$ cat src/rtl/monitor_pkg.sv
// Purpose: Shared constants of the stepper hold-brake and fault monitor
// Assumes: ref_clk at 100 MHz
// Notes:   Times in their own unit; cycle counts derive from them
package monitor_pkg;
    // Clock and oscillator rates
    localparam int CLK_KHZ      = 100000;
    localparam int OSC_KHZ_MIN  = 820;
    localparam int OSC_KHZ_NOM  = 3200;
    localparam int OSC_KHZ_MAX  = 8200;
    localparam int AUX_KHZ      = 6400;
    // Chopping off-time window in ns
    localparam int OFF_NS_MIN   = 5000;
    localparam int OFF_NS_NOM   = 10000;
    localparam int OFF_NS_MAX   = 40000;
    // Detection blanking, in aux oscillator ticks
    localparam int HEAT_TICKS   = 32;
    localparam int OVER_TICKS   = 8;
    localparam int WARN_TICKS   = 16;
    // Electrical angle: 16 positions of 22.5 degrees, home at 45 degrees
    localparam logic [3:0] INIT_ANGLE = 4'h2;
    localparam logic [6:0] FULL_PCT   = 7'h64;
    localparam logic [6:0] HIGH_PCT   = 7'h5c;
    localparam logic [6:0] MID_PCT    = 7'h47;
    localparam logic [6:0] LOW_PCT    = 7'h26;
    // Step resolution select codes {step_sel_1, step_sel_2}
    localparam logic [1:0] SEL_STANDBY = 2'h0;
    localparam logic [1:0] SEL_FULL    = 2'h1;
    localparam logic [1:0] SEL_HALF    = 2'h2;
    // Register map
    localparam logic [7:0] STATUS_OFS = 8'h00;
    localparam logic [7:0] MASK_OFS   = 8'h04;
    localparam logic [7:0] STATE_OFS  = 8'h08;
    localparam logic [2:0] MASK_RST   = 3'h0;
    // Status and mask bit positions
    localparam int EV_FAULT = 0;
    localparam int EV_WARN  = 1;
    localparam int EV_HOME  = 2;
endpackage

$ cat src/rtl/sync_agree.sv
// Purpose: Three-stage input synchroniser with agreement filter
// Assumes: Inputs asynchronous to clk
// Notes:   Output moves only when stages two and three agree
`timescale 1ns/1ps
module sync_agree #(
    parameter int             W   = 1,
    parameter logic [W-1:0]   RST = '0
) (
    // Clock and reset
    input  wire logic         clk,
    input  wire logic         resetn,
    // Data
    input  wire logic [W-1:0] d_i,
    output logic      [W-1:0] q_o
);
    logic [W-1:0] s1_q;
    logic [W-1:0] s2_q;
    logic [W-1:0] s3_q;

    // First stage feeds only the second, so no logic sees a metastable value
    always_ff @(posedge clk or negedge resetn) begin
        if (!resetn) begin
            s1_q <= RST;
            s2_q <= RST;
            s3_q <= RST;
            q_o  <= RST;
        end else begin
            s1_q <= d_i;
            s2_q <= s1_q;
            s3_q <= s2_q;
            if (s2_q == s3_q) begin
                q_o <= s3_q;
            end
        end
    end
endmodule

$ cat src/rtl/stepper_brake_and_fault_monitor.sv
// Purpose: Hold braking, chopping gate and open-drain status flags of a stepper driver
// Assumes: resetn is the motor supply power-on reset; analogue comparators arrive as levels
// Notes:   Open-drain flags pull low while their enable is high; data pins tied low
`timescale 1ns/1ps
// Functional notes
// Hold with chopping disabled closes all four motor switches together.
// Angle flag pulls low at the initial angle, released elsewhere.
// Fault flag released normally, pulls low after heat or overcurrent shutdown.
// Fault flag stays low until supply reset or a standby cycle.
// Thermal warning pulls low when hot, releases itself after cooling margin.
// Chopping is disabled while the threshold input is tied to logic supply.
// Chopping off-time spans 5 to 40 us, nominal 10 us.
// Internal oscillator runs between 820 and 8200 kHz, nominal 3200.
// Heat shutdown accepted only after 32 aux oscillator ticks.
// Overcurrent accepted only after 8 aux oscillator ticks.
// Both step selects low enter standby; outputs off, fault latch cleared.
// Hold forces full-scale ratio while step clocks still advance the angle.
// Hold, step select and step clock inputs are synchronised first.
module stepper_brake_and_fault_monitor #(
    parameter int OSC_KHZ = monitor_pkg::OSC_KHZ_NOM,
    parameter int OFF_NS  = monitor_pkg::OFF_NS_NOM
) (
    // Clock and reset
    input  wire logic        ref_clk,
    input  wire logic        resetn,
    // Control pins
    input  wire logic        hold_in,
    input  wire logic        step_sel_1,
    input  wire logic        step_sel_2,
    input  wire logic        step_clk,
    input  wire logic        chop_off_in,
    // Analogue comparator levels
    input  wire logic        thermal_shutdown,
    input  wire logic        overcurrent_shutdown,
    input  wire logic        temp_hot_in,
    input  wire logic        temp_cool_in,
    input  wire logic [1:0]  cur_peak_in,
    // Motor switches {b_neg, b_pos, a_neg, a_pos} and current ratios
    output logic      [3:0]  sw_q,
    output logic      [6:0]  ratio_a_q,
    output logic      [6:0]  ratio_b_q,
    // Open-drain flags
    output logic             angle_home_flag_o,
    output logic             angle_home_flag_oe,
    output logic             fault_flag_o,
    output logic             fault_flag_oe,
    output logic             thermal_warn_flag_o,
    output logic             thermal_warn_flag_oe,
    // Register port
    input  wire logic [7:0]  reg_addr,
    input  wire logic [31:0] reg_wdata,
    input  wire logic        reg_wr,
    input  wire logic        reg_rd,
    output logic      [31:0] reg_rdata,
    output logic             irq
);
    // Clamp settings into the supported window
    localparam int OSC_C  = (OSC_KHZ < monitor_pkg::OSC_KHZ_MIN) ? monitor_pkg::OSC_KHZ_MIN :
                            (OSC_KHZ > monitor_pkg::OSC_KHZ_MAX) ? monitor_pkg::OSC_KHZ_MAX : OSC_KHZ;
    localparam int OFF_C  = (OFF_NS < monitor_pkg::OFF_NS_MIN) ? monitor_pkg::OFF_NS_MIN :
                            (OFF_NS > monitor_pkg::OFF_NS_MAX) ? monitor_pkg::OFF_NS_MAX : OFF_NS;
    localparam int OSC_DIV = monitor_pkg::CLK_KHZ / OSC_C;
    localparam int AUX_DIV = monitor_pkg::CLK_KHZ / monitor_pkg::AUX_KHZ;
    localparam int OFF_TK  = (OFF_C * OSC_C + 999999) / 1000000;
    localparam logic [8:0] OFF_TICKS = 9'(OFF_TK);

    logic       hold_s;
    logic [1:0] sel_s;
    logic       step_s;
    logic       chop_off_s;
    logic [3:0] cond_s;
    logic [1:0] peak_s;
    logic       step_d_q;
    logic [6:0] osc_cnt_q;
    logic [6:0] aux_cnt_q;
    logic       osc_tick;
    logic       aux_tick;
    logic [3:0] hit;
    logic [5:0] flt_cnt_q [4];
    logic       standby_function;
    logic [3:0] angle_q;
    logic       fault_q;
    logic       warn_q;
    logic [8:0] off_q [2];
    logic [1:0] load;
    logic [6:0] mag_a;
    logic [6:0] mag_b;
    logic       neg_a;
    logic       neg_b;
    logic [2:0] status_q;
    logic [2:0] mask_q;
    logic [2:0] event_w;
    logic       home_q;

    // Pin inputs cross into the clock domain
    sync_agree #(.W(5)) u_ctl_sync (
        .clk    (ref_clk),
        .resetn (resetn),
        .d_i    ({hold_in, step_sel_1, step_sel_2, step_clk, chop_off_in}),
        .q_o    ({hold_s, sel_s, step_s, chop_off_s})
    );
    sync_agree #(.W(6)) u_ana_sync (
        .clk    (ref_clk),
        .resetn (resetn),
        .d_i    ({temp_cool_in, temp_hot_in, overcurrent_shutdown, thermal_shutdown, cur_peak_in}),
        .q_o    ({cond_s, peak_s})
    );

    assign standby_function = (sel_s == monitor_pkg::SEL_STANDBY);

    // Main oscillator tick; the standby gate stops it to save power
    always_ff @(posedge ref_clk or negedge resetn) begin
        if (!resetn) begin
            osc_cnt_q <= 7'h00;
        end else if (standby_function || osc_cnt_q == 7'(OSC_DIV - 1)) begin
            osc_cnt_q <= 7'h00;
        end else begin
            osc_cnt_q <= osc_cnt_q + 7'h01;
        end
    end
    assign osc_tick = !standby_function && (osc_cnt_q == 7'(OSC_DIV - 1));

    // Aux oscillator tick used for detection blanking
    always_ff @(posedge ref_clk or negedge resetn) begin
        if (!resetn) begin
            aux_cnt_q <= 7'h00;
        end else if (aux_cnt_q == 7'(AUX_DIV - 1)) begin
            aux_cnt_q <= 7'h00;
        end else begin
            aux_cnt_q <= aux_cnt_q + 7'h01;
        end
    end
    assign aux_tick = (aux_cnt_q == 7'(AUX_DIV - 1));

    // Blanking filters: heat, overcurrent, hot, cool; short glitches restart the count
    for (genvar i = 0; i < 4; i++) begin : g_flt
        localparam int LIM = (i == 0) ? monitor_pkg::HEAT_TICKS :
                             (i == 1) ? monitor_pkg::OVER_TICKS : monitor_pkg::WARN_TICKS;
        always_ff @(posedge ref_clk or negedge resetn) begin
            if (!resetn) begin
                flt_cnt_q[i] <= 6'h00;
            end else if (!cond_s[i]) begin
                flt_cnt_q[i] <= 6'h00;
            end else if (aux_tick && flt_cnt_q[i] != 6'(LIM)) begin
                flt_cnt_q[i] <= flt_cnt_q[i] + 6'h01;
            end
        end
        assign hit[i] = (flt_cnt_q[i] == 6'(LIM));
    end

    // Fault latch; a detection in the same cycle as standby still wins
    always_ff @(posedge ref_clk or negedge resetn) begin
        if (!resetn) begin
            fault_q <= 1'b0;
        end else if (hit[0] || hit[1]) begin
            fault_q <= 1'b1;
        end else if (standby_function) begin
            fault_q <= 1'b0;
        end
    end

    // Thermal warning with hysteresis between the two comparators
    always_ff @(posedge ref_clk or negedge resetn) begin
        if (!resetn) begin
            warn_q <= 1'b0;
        end else if (hit[2]) begin
            warn_q <= 1'b1;
        end else if (hit[3]) begin
            warn_q <= 1'b0;
        end
    end

    // Electrical angle advances on each step clock outside standby, also during hold
    always_ff @(posedge ref_clk or negedge resetn) begin
        if (!resetn) begin
            step_d_q <= 1'b0;
            angle_q  <= monitor_pkg::INIT_ANGLE;
        end else begin
            step_d_q <= step_s;
            if (standby_function) begin
                angle_q <= monitor_pkg::INIT_ANGLE;
            end else if (step_s && !step_d_q) begin
                case (sel_s)
                    monitor_pkg::SEL_FULL: angle_q <= angle_q + 4'h4;
                    monitor_pkg::SEL_HALF: angle_q <= angle_q + 4'h2;
                    default:               angle_q <= angle_q + 4'h1;
                endcase
            end
        end
    end

    // Magnitude of one phase at offset k into a quadrant
    function automatic logic [6:0] mag_of(input logic [2:0] k, input logic quarter);
        logic [6:0] m;
        m = 7'h00;
        case (k)
            3'h0:    m = monitor_pkg::FULL_PCT;
            3'h1:    m = monitor_pkg::HIGH_PCT;
            3'h2:    m = quarter ? monitor_pkg::MID_PCT : monitor_pkg::FULL_PCT;
            3'h3:    m = monitor_pkg::LOW_PCT;
            default: m = 7'h00;
        endcase
        return m;
    endfunction

    // Phase A follows cosine, phase B sine of the angle
    always_comb begin
        logic q;
        q     = (sel_s == 2'h3);
        mag_a = angle_q[2] ? mag_of(3'h4 - {1'b0, angle_q[1:0]}, q) : mag_of({1'b0, angle_q[1:0]}, q);
        mag_b = angle_q[2] ? mag_of({1'b0, angle_q[1:0]}, q) : mag_of(3'h4 - {1'b0, angle_q[1:0]}, q);
        neg_a = (angle_q[3:2] == 2'h1) || (angle_q[3:2] == 2'h2);
        neg_b = angle_q[3];
    end

    // Ratio outputs; hold forces full scale
    always_ff @(posedge ref_clk or negedge resetn) begin
        if (!resetn) begin
            ratio_a_q <= monitor_pkg::FULL_PCT;
            ratio_b_q <= monitor_pkg::FULL_PCT;
        end else if (hold_s) begin
            ratio_a_q <= monitor_pkg::FULL_PCT;
            ratio_b_q <= monitor_pkg::FULL_PCT;
        end else begin
            ratio_a_q <= mag_a;
            ratio_b_q <= mag_b;
        end
    end

    // Fixed off-time per phase after the peak comparator trips
    assign load[0] = !chop_off_s && !standby_function && peak_s[0] && off_q[0] == 9'h000 && sw_q[1:0] != 2'h0;
    assign load[1] = !chop_off_s && !standby_function && peak_s[1] && off_q[1] == 9'h000 && sw_q[3:2] != 2'h0;
    for (genvar p = 0; p < 2; p++) begin : g_off
        always_ff @(posedge ref_clk or negedge resetn) begin
            if (!resetn) begin
                off_q[p] <= 9'h000;
            end else if (chop_off_s || standby_function) begin
                off_q[p] <= 9'h000;
            end else if (load[p]) begin
                off_q[p] <= OFF_TICKS;
            end else if (osc_tick && off_q[p] != 9'h000) begin
                off_q[p] <= off_q[p] - 9'h001;
            end
        end
    end

    // Output switches; shutdown and standby win over everything
    always_ff @(posedge ref_clk or negedge resetn) begin
        if (!resetn) begin
            sw_q <= 4'h0;
        end else if (standby_function || fault_q) begin
            sw_q <= 4'h0;
        end else if (hold_s && chop_off_s) begin
            sw_q <= 4'hf;
        end else begin
            sw_q[0] <= (hold_s || mag_a != 7'h00) && off_q[0] == 9'h000 && !load[0] && !neg_a;
            sw_q[1] <= (hold_s || mag_a != 7'h00) && off_q[0] == 9'h000 && !load[0] && neg_a;
            sw_q[2] <= (hold_s || mag_b != 7'h00) && off_q[1] == 9'h000 && !load[1] && !neg_b;
            sw_q[3] <= (hold_s || mag_b != 7'h00) && off_q[1] == 9'h000 && !load[1] && neg_b;
        end
    end

    // Open-drain enables, registered
    always_ff @(posedge ref_clk or negedge resetn) begin
        if (!resetn) begin
            home_q               <= 1'b0;
            angle_home_flag_oe   <= 1'b0;
            fault_flag_oe        <= 1'b0;
            thermal_warn_flag_oe <= 1'b0;
        end else begin
            home_q               <= (angle_q == monitor_pkg::INIT_ANGLE);
            angle_home_flag_oe   <= (angle_q == monitor_pkg::INIT_ANGLE);
            fault_flag_oe        <= fault_q;
            thermal_warn_flag_oe <= warn_q;
        end
    end
    assign angle_home_flag_o   = 1'b0;
    assign fault_flag_o        = 1'b0;
    assign thermal_warn_flag_o = 1'b0;

    // Sticky events: fault latched, warning raised, home angle reached
    assign event_w = {(angle_q == monitor_pkg::INIT_ANGLE) && !home_q,
                      hit[2] && !warn_q, (hit[0] || hit[1]) && !fault_q};

    // Status is write-one-to-clear; a new event in the same cycle wins
    always_ff @(posedge ref_clk or negedge resetn) begin
        if (!resetn) begin
            status_q <= 3'h0;
            mask_q   <= monitor_pkg::MASK_RST;
        end else begin
            if (reg_wr && reg_addr == monitor_pkg::STATUS_OFS) begin
                status_q <= (status_q & ~reg_wdata[2:0]) | event_w;
            end else begin
                status_q <= status_q | event_w;
            end
            if (reg_wr && reg_addr == monitor_pkg::MASK_OFS) begin
                mask_q <= reg_wdata[2:0];
            end
        end
    end
    assign irq = |(status_q & mask_q);

    // Read data stand one cycle after the strobe; unmapped reads return zero
    always_ff @(posedge ref_clk or negedge resetn) begin
        if (!resetn) begin
            reg_rdata <= 32'h0000_0000;
        end else if (reg_rd) begin
            case (reg_addr)
                monitor_pkg::STATUS_OFS: reg_rdata <= {29'h0, status_q};
                monitor_pkg::MASK_OFS:   reg_rdata <= {29'h0, mask_q};
                monitor_pkg::STATE_OFS:  reg_rdata <= {11'h000, ratio_b_q, ratio_a_q, standby_function,
                                                       warn_q, fault_q, angle_q};
                default:                 reg_rdata <= 32'h0000_0000;
            endcase
        end else begin
            reg_rdata <= 32'h0000_0000;
        end
    end
endmodule

$ cat config.mk
export PLATFORM = sky130hd
export DESIGN_NAME = stepper_brake_and_fault_monitor
export DESIGN_NICKNAME = d
export VERILOG_FILES = /design/src/rtl/monitor_pkg.sv /design/src/rtl/sync_agree.sv /design/src/rtl/stepper_brake_and_fault_monitor.sv
export SDC_FILE = /design/constraint.sdc
export NUM_CORES = 1
export LEC_CHECK = 0
export ABC_AREA = 1
export ABC_CLOCK_PERIOD_IN_PS = 1490
export BUFFER_PORTS_ARGS = -buffer_cell sky130_fd_sc_hd__buf_2
export CORE_ASPECT_RATIO = 1.25
export CORE_MARGIN = 2
export CORE_UTILIZATION = 30
export CTS_BUF_LIST = sky130_fd_sc_hd__clkbuf_16
export DETAILED_ROUTE_END_ITERATION = 8
export PLACE_DENSITY_LB_ADDON = 0.3
export SETUP_SLACK_MARGIN = 0.1
export SLEW_MARGIN = 25
export SYNTH_ARGS = -nofsm -noshare
export SYNTH_HDL_FRONTEND = slang
export SYNTH_SLANG_ARGS = --single-unit
$ cat constraint.sdc
create_clock -name ref_clk -period 1.49 [get_ports ref_clk]
set_input_delay 0.0745 -clock ref_clk [delete_from_list [all_inputs] [get_ports ref_clk]]
set_output_delay 0.0745 -clock ref_clk [all_outputs]
set_load 0.01 [all_outputs]
==> key figures <==
Clocking
  • CTS Root Cell: clkbuf_16
  • Worst-skew pair later-pin latency: 0.43 ns
  • # clock sinks: roughly 150
  • Clock transition at path regs: roughly 0.060 ns
  • Htree depth: 4
  • CTS tree: built
  • TritonCTS buffer count: 17
  • Worst-case clock buffer depth: 2

Synthesis
  • Share of the synthesized area in the top cell type: ~50%
  • Sequential area share after synthesis: 53.45%
  • Area leader, netlist: dfrtp_1
  • Cell count after synthesis: roughly 790
  • Yosys reg bits: 151
  • Syn_area_per_cell: around 9.0 µm²
  • Yosys cell types: 42
  • Synth warnings: 0
  • Cell Area, Synth: 7086 µm²
  • Top cells by area, synth: dfrtp_1 (51%), nand2_1 (6.4%), inv_1 (6.2%), nand3_1 (6.1%), ha_1 (5.3%)

Setup path
  • CP delay by family, top: flip-flops
  • Arr. time, crit path: about 2.0 ns
  • CP dominant cell by count: nand3_2
  • Crit. Startpoint: angle_q[1]$_DFFE_PN1P_
  • Crit path max fanout: 6
  • Worst reg2reg startpoint: angle_q[1]$_DFFE_PN1P_
  • Max stage delay on crit path: 0.67 ns
  • FF-to-FF path depth: 8
  • WP depth: 8
  • Critical path class: reg2reg
  • Crit-path slowest cell: dfstp_2
  • CP Launch Type: flop
  • Worst Setup End Kind: flop
  • Ordered list of cells on the worst path: inv_4 -> ha_4 -> nor2_4 -> nand3_2 -> a21oi_2 -> nand2_2 -> nand3_2 -> a21oi_1
  • Req. time, crit path: between 1.5 and 2 ns
  • Worst Path Buf+Inv: 1

Global routing
  • Antenna violations before repair: 0
  • Global-route wire length before repair: 25.28 mm
  • Total track usage: about an eighth
  • Largest net degree at the start of global routing: 46
  • Total grt overflow: 0
  • Number of global-route vias before repair: about 5500

Timing
  • Post-route minimum period: 1.699 ns
  • Final setup margin: -0.2092 ns
  • Fmax achieved: 588.5 MHz
  • RSZ-0062 raised after global routing: yes
  • Hold Fails Final Rpt: 0
  • Relative slew slack: about 63%
  • Tcrit/Tclk final: 114.0%
  • Final setup viols: 24
  • Worst-Margin Slew: ~0.55 ns
  • Fin. max-slew vios: 0
  • Final TNS setup: -1.463 ns
  • Max Clock Skew: 0.008531 ns

Hold path
  • Hold Path Cell Cnt: 5
  • Worst Hold Launch: reg_addr[2]
  • Hold Path Class: in2reg

Place
  • GPL Wtd Cong: ~0.90
  • Port bufs: roughly 70
  • Worst slack, placed: -0.1245 ns
  • Hpwl dp: 10.58 mm

Detailed routing
  • Final WL: approximately 16 mm
  • Length of the first detailed-routing pass in iterations: 5
  • Detailed-route via count: between 5000 and 6000
  • Post-DR wirelength/cell: between 10 and 15 µm
  • DRT iter0 DRCs: between 300 and 400
  • Drc violations: 0
  • Vias per Instance: ~4.5
  • Post-route ant nets: 0

Floorplan
  • Die height: ~180 µm
  • Core Footprint: about 23000 µm²
  • Site Rows: a little over 60
  • Full die area: around 25000 µm²
  • IO Count: 112
  • Die X: between 100 and 150 µm
  • Initial Utilization: 30.65%

Finish
  • # nets final: ~1100
  • Final core utilization: a little over two fifths
  • Area of the multi-input gates: about 3400 µm²
  • Share of cells above drive strength 1: 37.82%
  • Synth-to-layout area growth: 40.23%
  • N_diodes: 0
  • Reg area: about 3800 µm²
  • Commonest cells after routing, fill and taps aside: dfrtp_1 (143), nand2_1 (95), inv_1 (93)
  • Fill cells: around 2200
  • Most common cell after layout, fill and taps aside: dfrtp_1

Pwr
  • Worst vdd ir: slightly below 0.7 mV
  • Total power draw: between 15 and 20 mW
  • Reg power frac: 34.8%
  • Clock power frac: approximately 27%
  • Combinational share of power: around two fifths
  • P_sw: 5.542 mW
  • P_leak: around 4.8 nW
  • Sw Share: a little over a third
  • Cell Pwr Density: 1548 nW/µm²
  • Internal power: 9.836 mW

Outcome
  • Status: finished with violations
  • Failing checks: setup timing

Flow run
  • Max-capacitance violation count: 0
## power groups by stage
stage / logic, mW / clock network (mW) / registers, mW
2_1_floorplan: 2.54 / 0 / 5.27
3_3_place_gp: 4.39 / 0 / 5.30
3_5_place_dp: 4.41 / 0 / 5.30
4_1_cts: 4.84 / 4.25 / 5.26
5_1_grt: 6.51 / 4.43 / 5.44
6_report: 5.91 / 4.12 / 5.35
## routing by layer
layer  up-vias  part of all wire, %  global-route usage [%]
met5         -                    0                       0
met4         0                  2.6                   5.708
met3        29                  3.3                   2.917
met2       111                   50                   21.50
met1      2762                   44                   15.04
li1       2899                    -                       -
## metrics by stage
stage	area, µm²	hold WS (ns)	cells
finish	9936	0.05140	1277
global route	9936	0.06620	1277
CTS	9276	0.02928	1261
detailed placement	8300	-0.02644	1201
global placement	8300	-0.02948	1201
floorplan	7193	-0.2211	799
## worst register-to-register path: cells and delay by family (launching register included)
family	cells	cell delay [ns]
AOI/OAI and AO/OA	2	0.25
and+or+nand+nor	4	0.37
DFF	1	0.67
buffers and inverters	1	0.09
adders and majority gates	1	0.19
## synth_stat cells
cell and n:
a211oi_1 2, a21oi_1 27, a21oi_2 3, a31oi_1 1
a41oi_1 1, and2_1 1, and3_1 1, buf_1 1
buf_2 6, buf_4 18, buf_6 3, conb_1 1
dfrtp_1 144, dfstp_2 7, ha_1 30, inv_1 117
nand2_1 121, nand2_2 6, nand2_4 1, nand3_1 86
nand3_2 1, nand3b_1 4, nand4_1 20, nand4_2 1
nor2_1 72, nor2_2 4, nor2_4 2, nor3_1 14
nor3_2 2, nor3_4 1, nor3b_1 3, nor4_1 2
o211a_1 1, o211ai_1 1, o21a_1 1, o21ai_0 47
o21ai_1 6, o21ai_2 1, o31ai_1 1, or2_2 9
xnor2_1 4, xor2_1 12
## timing repair
action / 4_1_cts / 5_1_grt
cloned: 4 / 2
hold endpoints to repair: 163 / 0
pin swaps: 16 / 39
resized for setup: 54 / 154
buffers inserted: 8 / 15
endpoints found under the setup margin: 52 / 69
hold buffers: 16 / 0
## sequential cells by signal (all words and copies together), names as in the netlist, 6 cells and up
signal and count:
aux_cnt_q 7, off_q 18, u_ana_sync.s1_q 6, u_ana_sync.q_o 6, u_ana_sync.s2_q 6, flt_cnt_q 24, reg_rdata 19, ratio_a_q 6
u_ana_sync.s3_q 6, ratio_b_q 6, osc_cnt_q 7
## kinds of logic after synthesis
| kind of cell | Yosys count | synth area share, % |
|---|---|---|
| and+or+nand+nor | 351 | 23.13 |
| DFF | 151 | 53.45 |
| buffers and inverters | 145 | 9.059 |
| xor gates and xnor gates | 16 | 1.978 |
| AOI/OAI and AO/OA | 92 | 7.028 |
| adders and majority gates | 30 | 5.298 |
| other | 1 | 0.05292 |
## cell type report
cell class	count	area share, %
Sequential cell	151	38.13
Clock buffer	17	4.282
Timing Repair Buffer	181	13.50
Tap cell	288	3.627
Multi-Input combinational cell	508	34.59
Clock inverter	15	1.398
Inverter	117	4.470
## final timing paths
kind	to	slack, ns
setup / recovery	sw_q[3]$_DFF_PN0_	-0.21
hold / removal	reg_rdata[0]$_DFF_PN0_	0.05
setup reg to reg	sw_q[3]$_DFF_PN0_	-0.21
hold reg to reg	u_ctl_sync.s2_q[2]$_DFF_PN0_	0.35
max in group asynchronous	angle_q[1]$_DFFE_PN1P_	0.82
min in group asynchronous	off_q[11]$_DFFE_PN0P_	0.08
Note: power is estimated with default switching activity, not from simulation.
